File: src/pkg/dma7_pkg.sv
// Package: constants, types and descriptor layout of the level-7 engine
// Summary of operation
// - Only level-7 interrupt requests start a transfer
// - Needs engine select set, fast select clear
// - Mode bit 0 picks 8 or 16 bit unit
// - All data addresses are 16 bits wide
// - 16-bit access at top reaches next byte
// - Incrementing address steps by unit, fixed stays
// - Separate fixed/increment bits for source, destination
// - Source word is immediate data or address
// - Add mode sums source and operand data
// - Single moves one item, burst moves all
// - Zero count raises completion interrupt with handler
// - Chain rewrites requester vector with next descriptor
// - Bit 15 turns bits 6-4 into repeat count
// - Descriptor is 8-32 bytes in fixed order
// - Word fields two bytes, chain/handler four bytes
// - Optional fields exist only when their mode used
// - Repeat mode holds up to seven address pairs
// - Descriptor base is read from requester vector
// - Zero counter moves no data
// - Counter drops per item; burst ends at zero
// - 8-bit immediate uses only the low byte
// - No interrupt acknowledge during burst or repeats
package dma7_pkg;
  localparam logic [2:0] LVL_TOP     = 3'h7;
  localparam int         BIT_SIZE    = 0;
  localparam int         BIT_SRC_MEM  = 1;
  localparam int         BIT_SRC_INC  = 2;
  localparam int         BIT_DST_INC  = 3;
  localparam int         BIT_ADD      = 4;
  localparam int         BIT_BURST    = 5;
  localparam int         BIT_DONE_IRQ = 6;
  localparam int         BIT_CHAIN    = 7;
  localparam int         BIT_PAIRS    = 15;
  localparam logic [5:0] OFS_CNT     = 6'h02;
  localparam logic [5:0] OFS_FLD     = 6'h04;
  localparam logic [5:0] LEN_VEC     = 6'h04;
  localparam logic [5:0] LEN_HDR     = 6'h04;
  localparam logic [5:0] LEN_WORD    = 6'h02;
  localparam logic [5:0] LEN_LONG    = 6'h04;
  localparam int         DESC_MAX    = 32;
  localparam logic [31:0] ADDR_RESET = 32'h0000_0000;

  // One byte access on the shared memory bus
  typedef struct packed {
    logic        we;
    logic [31:0] addr;
    logic [7:0]  data;
  } mem_cmd_t;

  typedef enum logic [3:0] {
    S_IDLE, S_VEC, S_HDR, S_FLD, S_SRC, S_OPR, S_DST, S_WB, S_CHAIN
  } eng_state_t;
endpackage : dma7_pkg

File: src/rtl/level7_dma_engine.sv
// Descriptor-driven transfer engine started by level-7 requests
`timescale 1ns/1ps
module level7_dma_engine #(
  parameter int BUF_DEPTH = 2
) (
  input  wire logic              i_ref_clk,
  input  wire logic              i_arst_n,
  input  wire logic              i_req_valid,
  input  wire logic [2:0]        i_req_level,
  input  wire logic [31:0]       i_req_vector_addr,
  input  wire logic              i_level7_engine_select,
  input  wire logic              i_fast_interrupt_select,
  output logic                   o_req_ack,
  output logic                   o_mem_valid,
  input  wire logic              i_mem_ready,
  output dma7_pkg::mem_cmd_t     o_mem_cmd,
  input  wire logic              i_mem_rvalid,
  input  wire logic [7:0]        i_mem_rdata,
  output logic                   o_irq_hold,
  output logic                   o_eot_irq,
  output logic [31:0]            o_eot_handler_addr,
  output logic                   o_busy
);
  if (BUF_DEPTH < 2) begin : g_bad_depth
    $error("level7_dma_engine needs BUF_DEPTH of at least 2");
  end

  dma7_pkg::eng_state_t st_reg, st_next;
  logic [7:0]  desc_reg [dma7_pkg::DESC_MAX];
  logic [7:0]  desc_next [dma7_pkg::DESC_MAX];
  logic [5:0]  idx_reg, idx_next;
  logic        pend_reg, pend_next;
  logic [31:0] vec_reg, vec_next, base_reg, base_next;
  logic [15:0] acc_reg, acc_next, dat_reg, dat_next;
  logic [2:0]  pair_reg, pair_next;
  logic        eot_reg, eot_next;
  logic [31:0] hand_reg, hand_next;

  logic [15:0] mode, cnt, src, opr, dst, unit, s_new, o_new, d_new, c_dec;
  logic        pairs_on, add, burst_on, done_irq_on, chain;
  logic        src_mem, take, issue;
  logic        buf_ready, step_done, more;
  logic [2:0]  rep;
  logic [5:0]  o_src, o_opr, o_dst, o_cad, o_iad, flen, len;
  logic [31:0] baddr;
  dma7_pkg::eng_state_t first_st;
  dma7_pkg::mem_cmd_t   cmd;

  function automatic logic [15:0] fit(input logic [15:0] v,
                                      input logic s16);
    fit = s16 ? v : {8'h00, v[7:0]};
  endfunction : fit

  // Mode decode; bits 6-4 change meaning in repeat mode
  assign mode  = {desc_reg[1], desc_reg[0]};
  assign cnt   = {desc_reg[3], desc_reg[2]};
  assign pairs_on = mode[dma7_pkg::BIT_PAIRS];
  assign rep   = mode[6:4];
  assign add   = !pairs_on && mode[dma7_pkg::BIT_ADD];
  assign burst_on = !pairs_on && mode[dma7_pkg::BIT_BURST];
  assign done_irq_on = !pairs_on && mode[dma7_pkg::BIT_DONE_IRQ];
  assign chain = !pairs_on && mode[dma7_pkg::BIT_CHAIN];
  assign unit  = mode[dma7_pkg::BIT_SIZE] ? 16'h0002 : 16'h0001;
  assign src_mem = pairs_on || mode[dma7_pkg::BIT_SRC_MEM];

  // Field offsets; optional fields only take room when used
  assign o_src = pairs_on ? dma7_pkg::OFS_FLD + {1'b0, pair_reg, 2'b00}
                          : dma7_pkg::OFS_FLD;
  assign o_opr = o_src + dma7_pkg::LEN_WORD;
  assign o_dst = o_opr + (add ? dma7_pkg::LEN_WORD : 6'h00);
  assign o_cad = o_dst + dma7_pkg::LEN_WORD;
  assign o_iad = o_cad + (chain ? dma7_pkg::LEN_LONG : 6'h00);
  assign flen  = pairs_on ? dma7_pkg::OFS_FLD + {1'b0, rep, 2'b00}
                 : o_iad + (done_irq_on ? dma7_pkg::LEN_LONG : 6'h00);
  assign src   = {desc_reg[o_src[4:0] + 5'h01], desc_reg[o_src[4:0]]};
  assign opr   = {desc_reg[o_opr[4:0] + 5'h01], desc_reg[o_opr[4:0]]};
  assign dst   = {desc_reg[o_dst[4:0] + 5'h01], desc_reg[o_dst[4:0]]};

  // Address steps wrap inside the 16-bit space
  assign s_new = src +
                 (mode[dma7_pkg::BIT_SRC_INC] ? unit : 16'h0000);
  assign o_new = opr +
                 (mode[dma7_pkg::BIT_SRC_INC] ? unit : 16'h0000);
  assign d_new = dst +
                 (mode[dma7_pkg::BIT_DST_INC] ? unit : 16'h0000);
  assign c_dec = cnt - 16'h0001;
  assign more  = (c_dec != 16'h0000) &&
                 (burst_on ||
                  (pairs_on && (pair_reg + 3'h1) < rep));
  assign first_st = src_mem ? dma7_pkg::S_SRC
                  : (add ? dma7_pkg::S_OPR : dma7_pkg::S_DST);

  // Request filter: level 7 only, engine routed, fast path off
  assign take = (st_reg == dma7_pkg::S_IDLE) && i_req_valid &&
                (i_req_level == dma7_pkg::LVL_TOP) &&
                i_level7_engine_select &&
                !i_fast_interrupt_select;
  assign o_req_ack  = take;
  assign o_busy     = (st_reg != dma7_pkg::S_IDLE);
  // Mode bits are stale until the header is in, so hold only after it
  assign o_irq_hold = o_busy && (st_reg != dma7_pkg::S_VEC) &&
                      (st_reg != dma7_pkg::S_HDR) &&
                      (burst_on || pairs_on);
  assign o_eot_irq  = eot_reg;
  assign o_eot_handler_addr = hand_reg;

  // Byte count and base address of the current access run
  always_comb begin
    len   = 6'h00;
    baddr = vec_reg;
    case (st_reg)
      dma7_pkg::S_VEC:   len = dma7_pkg::LEN_VEC;
      dma7_pkg::S_HDR: begin
        len   = dma7_pkg::LEN_HDR;
        baddr = base_reg;
      end
      dma7_pkg::S_FLD: begin
        len   = flen;
        baddr = base_reg;
      end
      dma7_pkg::S_SRC: begin
        len   = unit[5:0];
        baddr = {16'h0000, src};
      end
      dma7_pkg::S_OPR: begin
        len   = unit[5:0];
        baddr = {16'h0000, opr};
      end
      dma7_pkg::S_DST: begin
        len   = unit[5:0];
        baddr = {16'h0000, dst};
      end
      dma7_pkg::S_WB: begin
        len   = pairs_on ? dma7_pkg::OFS_FLD : o_cad;
        baddr = base_reg;
      end
      dma7_pkg::S_CHAIN: len = dma7_pkg::LEN_LONG;
      default:           len = 6'h00;
    endcase
  end

  // Command for the byte at the current index
  always_comb begin
    cmd.addr = baddr + {26'h0000000, idx_reg};
    cmd.we   = (st_reg == dma7_pkg::S_DST) || (st_reg == dma7_pkg::S_WB) ||
               (st_reg == dma7_pkg::S_CHAIN);
    case (st_reg)
      dma7_pkg::S_DST:   cmd.data = idx_reg[0] ? dat_reg[15:8]
                                               : dat_reg[7:0];
      dma7_pkg::S_WB:    cmd.data = desc_reg[idx_reg[4:0]];
      dma7_pkg::S_CHAIN: cmd.data = desc_reg[o_cad[4:0] + idx_reg[4:0]];
      default:           cmd.data = 8'h00;
    endcase
  end

  assign issue = o_busy && !pend_reg && (idx_reg != len) && buf_ready;
  assign step_done = o_busy && !pend_reg && (idx_reg == len);

  // Sequencer: fetch vector, descriptor, move items, write back
  always_comb begin
    st_next   = st_reg;
    desc_next = desc_reg;
    idx_next  = idx_reg;
    pend_next = pend_reg;
    vec_next  = vec_reg;
    base_next = base_reg;
    acc_next  = acc_reg;
    dat_next  = dat_reg;
    pair_next = pair_reg;
    eot_next  = 1'b0;
    hand_next = hand_reg;
    if (issue) begin
      if (cmd.we) begin
        idx_next = idx_reg + 6'h01;
      end else begin
        pend_next = 1'b1;
      end
    end
    if (pend_reg && i_mem_rvalid) begin
      pend_next = 1'b0;
      idx_next  = idx_reg + 6'h01;
      case (st_reg)
        dma7_pkg::S_VEC: base_next[{idx_reg[1:0], 3'b000} +: 8] = i_mem_rdata;
        dma7_pkg::S_HDR,
        dma7_pkg::S_FLD: desc_next[idx_reg[4:0]] = i_mem_rdata;
        default:         acc_next[{idx_reg[0], 3'b000} +: 8] = i_mem_rdata;
      endcase
    end
    if (take) begin
      vec_next  = i_req_vector_addr;
      idx_next  = 6'h00;
      pair_next = 3'h0;
      st_next   = dma7_pkg::S_VEC;
    end
    if (step_done) begin
      idx_next = 6'h00;
      case (st_reg)
        dma7_pkg::S_VEC: st_next = dma7_pkg::S_HDR;
        dma7_pkg::S_HDR: begin
          if (cnt == 16'h0000) begin
            st_next = dma7_pkg::S_IDLE;
          end else begin
            idx_next = dma7_pkg::OFS_FLD;
            st_next  = dma7_pkg::S_FLD;
          end
        end
        dma7_pkg::S_FLD: begin
          dat_next = fit(src, mode[dma7_pkg::BIT_SIZE]);
          st_next  = first_st;
        end
        dma7_pkg::S_SRC: begin
          dat_next = fit(acc_reg, mode[dma7_pkg::BIT_SIZE]);
          st_next  = add ? dma7_pkg::S_OPR : dma7_pkg::S_DST;
        end
        dma7_pkg::S_OPR: begin
          dat_next = fit(dat_reg + acc_reg,
                         mode[dma7_pkg::BIT_SIZE]);
          st_next  = dma7_pkg::S_DST;
        end
        dma7_pkg::S_DST: begin
          desc_next[2] = c_dec[7:0];
          desc_next[3] = c_dec[15:8];
          if (!pairs_on) begin
            desc_next[o_src[4:0]]        = s_new[7:0];
            desc_next[o_src[4:0] + 5'h01] = s_new[15:8];
            desc_next[o_dst[4:0]]        = d_new[7:0];
            desc_next[o_dst[4:0] + 5'h01] = d_new[15:8];
            if (add) begin
              desc_next[o_opr[4:0]]        = o_new[7:0];
              desc_next[o_opr[4:0] + 5'h01] = o_new[15:8];
            end
          end
          if (more) begin
            pair_next = pairs_on ? pair_reg + 3'h1 : pair_reg;
            dat_next  = fit(s_new, mode[dma7_pkg::BIT_SIZE]);
            st_next   = first_st;
          end else begin
            idx_next = dma7_pkg::OFS_CNT;
            st_next  = dma7_pkg::S_WB;
          end
        end
        dma7_pkg::S_WB: begin
          st_next = dma7_pkg::S_IDLE;
          if (cnt == 16'h0000 && chain) begin
            st_next = dma7_pkg::S_CHAIN;
          end else if (cnt == 16'h0000 && done_irq_on) begin
            eot_next  = 1'b1;
            hand_next = {desc_reg[o_iad[4:0] + 5'h03],
                         desc_reg[o_iad[4:0] + 5'h02],
                         desc_reg[o_iad[4:0] + 5'h01],
                         desc_reg[o_iad[4:0]]};
          end
        end
        dma7_pkg::S_CHAIN: begin
          st_next   = dma7_pkg::S_IDLE;
          eot_next  = done_irq_on;
          hand_next = done_irq_on ? {desc_reg[o_iad[4:0] + 5'h03],
                              desc_reg[o_iad[4:0] + 5'h02],
                              desc_reg[o_iad[4:0] + 5'h01],
                              desc_reg[o_iad[4:0]]} : hand_reg;
        end
        default: st_next = dma7_pkg::S_IDLE;
      endcase
    end
  end

  // Engine state registers
  always_ff @(posedge i_ref_clk or negedge i_arst_n) begin
    if (!i_arst_n) begin
      st_reg <= dma7_pkg::S_IDLE;
      for (int i = 0; i < dma7_pkg::DESC_MAX; i++) begin
        desc_reg[i] <= 8'h00;
      end
      idx_reg  <= 6'h00;
      pend_reg <= 1'b0;
      vec_reg  <= dma7_pkg::ADDR_RESET;
      base_reg <= dma7_pkg::ADDR_RESET;
      acc_reg  <= 16'h0000;
      dat_reg  <= 16'h0000;
      pair_reg <= 3'h0;
      eot_reg  <= 1'b0;
      hand_reg <= dma7_pkg::ADDR_RESET;
    end else begin
      st_reg   <= st_next;
      desc_reg <= desc_next;
      idx_reg  <= idx_next;
      pend_reg <= pend_next;
      vec_reg  <= vec_next;
      base_reg <= base_next;
      acc_reg  <= acc_next;
      dat_reg  <= dat_next;
      pair_reg <= pair_next;
      eot_reg  <= eot_next;
      hand_reg <= hand_next;
    end
  end

  // Commands wait here so a stalled bus loses nothing
  two_entry_buffer #(
    .W     ($bits(dma7_pkg::mem_cmd_t)),
    .DEPTH (BUF_DEPTH)
  ) u_cmd_buf (
    .i_ref_clk (i_ref_clk),
    .i_arst_n  (i_arst_n),
    .i_valid   (issue),
    .o_ready   (buf_ready),
    .i_data    (cmd),
    .o_valid   (o_mem_valid),
    .i_ready   (i_mem_ready),
    .o_data    (o_mem_cmd)
  );

  logic item_done;
  assign item_done = (st_reg == dma7_pkg::S_DST) && step_done;
endmodule : level7_dma_engine

File: src/rtl/two_entry_buffer.sv
// Small valid/ready buffer holding memory commands
`timescale 1ns/1ps
module two_entry_buffer #(
  parameter int W     = 41,
  parameter int DEPTH = 2
) (
  input  wire logic         i_ref_clk,
  input  wire logic         i_arst_n,
  input  wire logic         i_valid,
  output logic              o_ready,
  input  wire logic [W-1:0] i_data,
  output logic              o_valid,
  input  wire logic         i_ready,
  output logic [W-1:0]      o_data
);
  localparam int PW = (DEPTH > 1) ? $clog2(DEPTH) : 1;
  if (DEPTH < 2) begin : g_bad_depth
    $error("two_entry_buffer needs DEPTH of at least 2");
  end

  logic [W-1:0]  mem_reg [DEPTH];
  logic [W-1:0]  mem_next [DEPTH];
  logic [PW-1:0] wr_reg, wr_next, rd_reg, rd_next;
  logic [PW:0]   cnt_reg, cnt_next;
  logic          push, pop;

  // Honest full and empty from the fill count
  assign o_ready = (cnt_reg != (PW+1)'(DEPTH));
  assign o_valid = (cnt_reg != '0);
  assign o_data  = mem_reg[rd_reg];
  assign push    = i_valid && o_ready;
  assign pop     = o_valid && i_ready;

  // Pointer wrap and fill count
  always_comb begin
    mem_next = mem_reg;
    wr_next  = wr_reg;
    rd_next  = rd_reg;
    cnt_next = cnt_reg;
    if (push) begin
      mem_next[wr_reg] = i_data;
      wr_next = (wr_reg == PW'(DEPTH-1)) ? '0 : wr_reg + 1'b1;
    end
    if (pop) begin
      rd_next = (rd_reg == PW'(DEPTH-1)) ? '0 : rd_reg + 1'b1;
    end
    if (push && !pop) begin
      cnt_next = cnt_reg + 1'b1;
    end else if (pop && !push) begin
      cnt_next = cnt_reg - 1'b1;
    end
  end

  // Storage and pointers
  always_ff @(posedge i_ref_clk or negedge i_arst_n) begin
    if (!i_arst_n) begin
      for (int i = 0; i < DEPTH; i++) begin
        mem_reg[i] <= '0;
      end
      wr_reg  <= '0;
      rd_reg  <= '0;
      cnt_reg <= '0;
    end else begin
      mem_reg <= mem_next;
      wr_reg  <= wr_next;
      rd_reg  <= rd_next;
      cnt_reg <= cnt_next;
    end
  end
endmodule : two_entry_buffer

File: config.mk
export PLATFORM = sky130hd
export DESIGN_NAME = level7_dma_engine
export DESIGN_NICKNAME = d
export VERILOG_FILES = /design/src/pkg/dma7_pkg.sv /design/src/rtl/level7_dma_engine.sv /design/src/rtl/two_entry_buffer.sv
export SDC_FILE = /design/constraint.sdc
export NUM_CORES = 2
export LEC_CHECK = 0
export ABC_AREA = 1
export BUFFER_PORTS_ARGS = -buffer_cell sky130_fd_sc_hd__buf_4
export CORE_MARGIN = 2
export CORE_UTILIZATION = 23
export DETAILED_ROUTE_END_ITERATION = 10
export PLACE_DENSITY = 0.36
export SLEW_MARGIN = 20
export SYNTH_ARGS = -nofsm -noshare
export SYNTH_HDL_FRONTEND = slang
export SYNTH_SLANG_ARGS = --single-unit
export TNS_END_PERCENT = 5
File: constraint.sdc
create_clock -name i_ref_clk -period 8.9 [get_ports i_ref_clk]
set_clock_uncertainty 0.15 [all_clocks]
set_input_delay 0.89 -clock i_ref_clk [delete_from_list [all_inputs] [get_ports i_ref_clk]]
set_output_delay 0.89 -clock i_ref_clk [all_outputs]
set_load 0.05 [all_outputs]
==> key figures <==
Setup path
  • Worst reg-to-reg path cell count: 24
  • Crit path DAT: 7.44 ns
  • Critical path launch point: desc_reg[247]
  • Max Fanout on Critical Path: 126
  • Startpoint types: flip-flop
  • Worst r2r src: desc_reg[247]
  • Reg2reg setup slack: 1.87 ns
  • Crit end category: flip-flop
  • FF-to-FF End: u_cmd_buf.mem_reg[69]
  • WS Path Type: reg -> reg
  • Required @ worst endpoint: 9.31 ns

Timing
  • # setup viols final: 0
  • TNS Setup: 0 ns
  • Max Slew Vio Count: 0
  • Fmax: 142 MHz
  • Period minus WS final: 7.03 ns
  • Tcrit/Tclk final: 79.0%
  • RSZ-0062 raised after global routing: false
  • Measured slew at the worst slew-check pin: 1.24 ns
  • Count of final hold-check violations: 0
  • Worst relative slew slack: 16.9%

Global route
  • Total Routing Usage GR: 27.0%
  • Largest net degree at the start of global routing: 162
  • Global route overflow: 0
  • Initial antenna violation count: 14
  • First-pass GRT wire length: 324 mm
  • Vias in the first global route: 40251

Cells and area
  • Area Growth Syn to Fin: 14.4%
  • Fillers: 18641
  • Max FFs per register: 240
  • Register Area: 0.0121 mm2
  • Post-Layout Inst Area: 0.0430 mm2
  • Area of the multi-input gates: 0.0221 mm2
  • Fin nets: 6108
  • Share of layout cells above drive strength 1: 7.40%

Run
  • Max-cap viol count: 0

Clock tree
  • H-tree levels: 3
  • Clock buffer depth: 3
  • Worst skew pair latency: 0.71 ns
  • Postcts setup bufs: 0
  • Clock Tree Root: clkbuf_16
  • Worst-path clk slew: 0.06 ns
  • CTS tree: done
  • Clk sinks: 485
  • Number of buffers created by CTS: 70

Floorplanning
  • Core area: 0.163 mm2
  • Die width: 408 um
  • Starting density of the core: 23.1%
  • Std-Cell Rows: 148
  • Io pins: 128
  • Die area: 0.167 mm2
  • Die Span Y: 408 um

Synthesis
  • XOR/XNOR Fraction of Synth Area: 1.33%
  • Largest family of logic cells by synthesized area: simple AND/OR/NAND/NOR gates
  • Yosys Warn Count: 0
  • Area leader, netlist: dfrtp_1
  • Synthesized cell area: 0.0376 mm2
  • Ys flop type: dfrtp_1
  • Cell count after synthesis: 6086
  • Post-synthesis mux area share: 0.133%
  • Main area contributors after synthesis: dfrtp_1 (32%), nand2_1 (22%), o21ai_0 (13%)
  • Synth top cells by count: nand2_1 (2205), o21ai_0 (947), dfrtp_1 (485), inv_1 (462), nor2_1 (459)
  • Adder-cell share of the synthesized area: 1.92%
  • Syn nets: 6190
  • Synth Area in Simple Gates: 34.0%
  • Post-synth EDFFs: 0
  • Synth Area in Compound Gates: 21.0%
  • Yosys reg bits: 485
  • Post-synth top area share: 32.3%
  • Unique cell type count in the Yosys netlist: 65
  • Synthesized area per cell: 6.18 um2
  • Sequential share of the synthesized area: 32.3%
  • Cell with the most instances after synthesis: nand2_1
  • Post-synth ARST share: 100%

Pwr
  • Pleak: 19.7 nW
  • Pwr per Cell Area: 393 mW/mm2
  • Final Power: 16.9 mW
  • Peak VDD IR: 0.184 mV

Placed design
  • IO buf count: 127
  • Post-DP HPWL: 172 mm
  • Gpl congestion: 0.993
  • Post-Place Cell Area: 0.0405 mm2

Min path
  • Hold WC Path Type: in -> reg
  • Hold EP: vec_reg[18]
  • Min-delay src: i_req_vector_addr[18]
  • Hold path cells: 3

Detailed routing
  • # DRC: 0
  • DRT iter0 DRCs: 5327
  • Detailed-route wire length: 232 mm
  • DRT antenna net count: 0
  • Vias: 43014
  • TritonRoute pass-1 iters: 7
  • Via density: 5.22
  • Drt wl/cell: 28.2 um

Run status
  • Status: complete, no violations
[metrics by stage]
stage	setup slack, ns	utilization [%]	hold WS, ns	cells
detailed placement	2.05	24.9	0.316	8106
floorplan	4.36	-	0.291	6086
CTS	2.06	26.5	0.179	8233
global route	1.50	26.5	0.227	8233
finish	1.87	26.5	0.235	8236
global placement	2.13	24.9	0.313	8106
[cell families after synthesis]
logic type | after synthesis
AOI/OAI and AO/OA | 1453
buffers and inverters | 865
DFF | 485
muxes | 5
other | 1
xor gates and xnor gates | 57
adders and majority gates | 54
and+or+nand+nor | 3166
[layout by cell type, fill, tap and decap left out, types with 12 or more instances in the layout]
cell type  count
ha_1          45
o21ai_0      947
nand2_1     2204
nor2_2        18
nor2_1       456
nand4_1       63
or2_2         13
o21a_1        12
inv_2         24
inv_1        459
o21ai_1       51
nor3_1        36
o22ai_1       27
o32ai_1       50
a21oi_1      243
a32o_1        13
nand2_2       12
clkbuf_1      13
buf_4        221
o211ai_1      41
clkbuf_16     70
dfrtp_1      480
nand3_1      330
xor2_1        43
[power breakdown]
part           switching, mW  internal, mW
Clock                   1.26          1.88
Sequential             0.656          2.67
Combinational           8.00          2.45
Total                   9.92          7.00
[layout make-up]
class                           instances  share of cell area (%)
Multi-Input combinational cell       4736                    51.4
Sequential cell                       485                    28.2
Tap cell                             2175                    6.33
Clock buffer                           93                    4.50
Inverter                              486                    4.25
Timing Repair Buffer                  225                    4.01
Clock inverter                         33                    1.31
Antenna cell                            3                  0.0174
[worst max path at each step]
stage	to	slack, ns	cells past startpoint
after global placement	u_cmd_buf.mem_reg[69]	2.13	22
after detailed placement	u_cmd_buf.mem_reg[69]	2.05	23
after CTS	u_cmd_buf.mem_reg[69]	2.06	23
after floorplan	u_cmd_buf.mem_reg[79]	4.36	27
after global routing	u_cmd_buf.mem_reg[79]	1.50	25
final	u_cmd_buf.mem_reg[69]	1.87	24
[repair_timing]
item                      in CTS  in global routing
hold buffers                   1                  0
gates resized for setup        0                  0
hold endpoints to repair      40                  0
[per-layer routing]
metal  GRT usage, %  vias to the layer above  share of wire [%]
li1               -                    19695                  -
met1           38.6                    21027                 45
met2           39.4                     1910                 42
met3           4.64                      378                8.0
met4           12.2                        4                4.9
met5              0                        -              0.010
[critical path: stages (launching register included)]
cell	delay [ns]
dfrtp_2	0.83
inv_2	0.43
nand2_8	0.68
nand2_2	0.50
buf_4	0.39
nor2_1	0.13
nor2_1	0.05
o21ai_0	0.07
nand3_1	0.33
a22oi_1	0.25
o2111ai_1	0.12
o21ai_0	0.14
inv_1	0.09
ha_1	0.35
nand2_1	0.07
o21ai_0	0.29
a21oi_1	0.25
o21ai_0	0.47
nand3_1	0.16
nor2_2	0.26
nand3_2	0.23
nor2_4	0.20
nand3_1	0.11
nand3_1	0.13
o21ai_0	0.08
(Power assumes the default switching activity.)
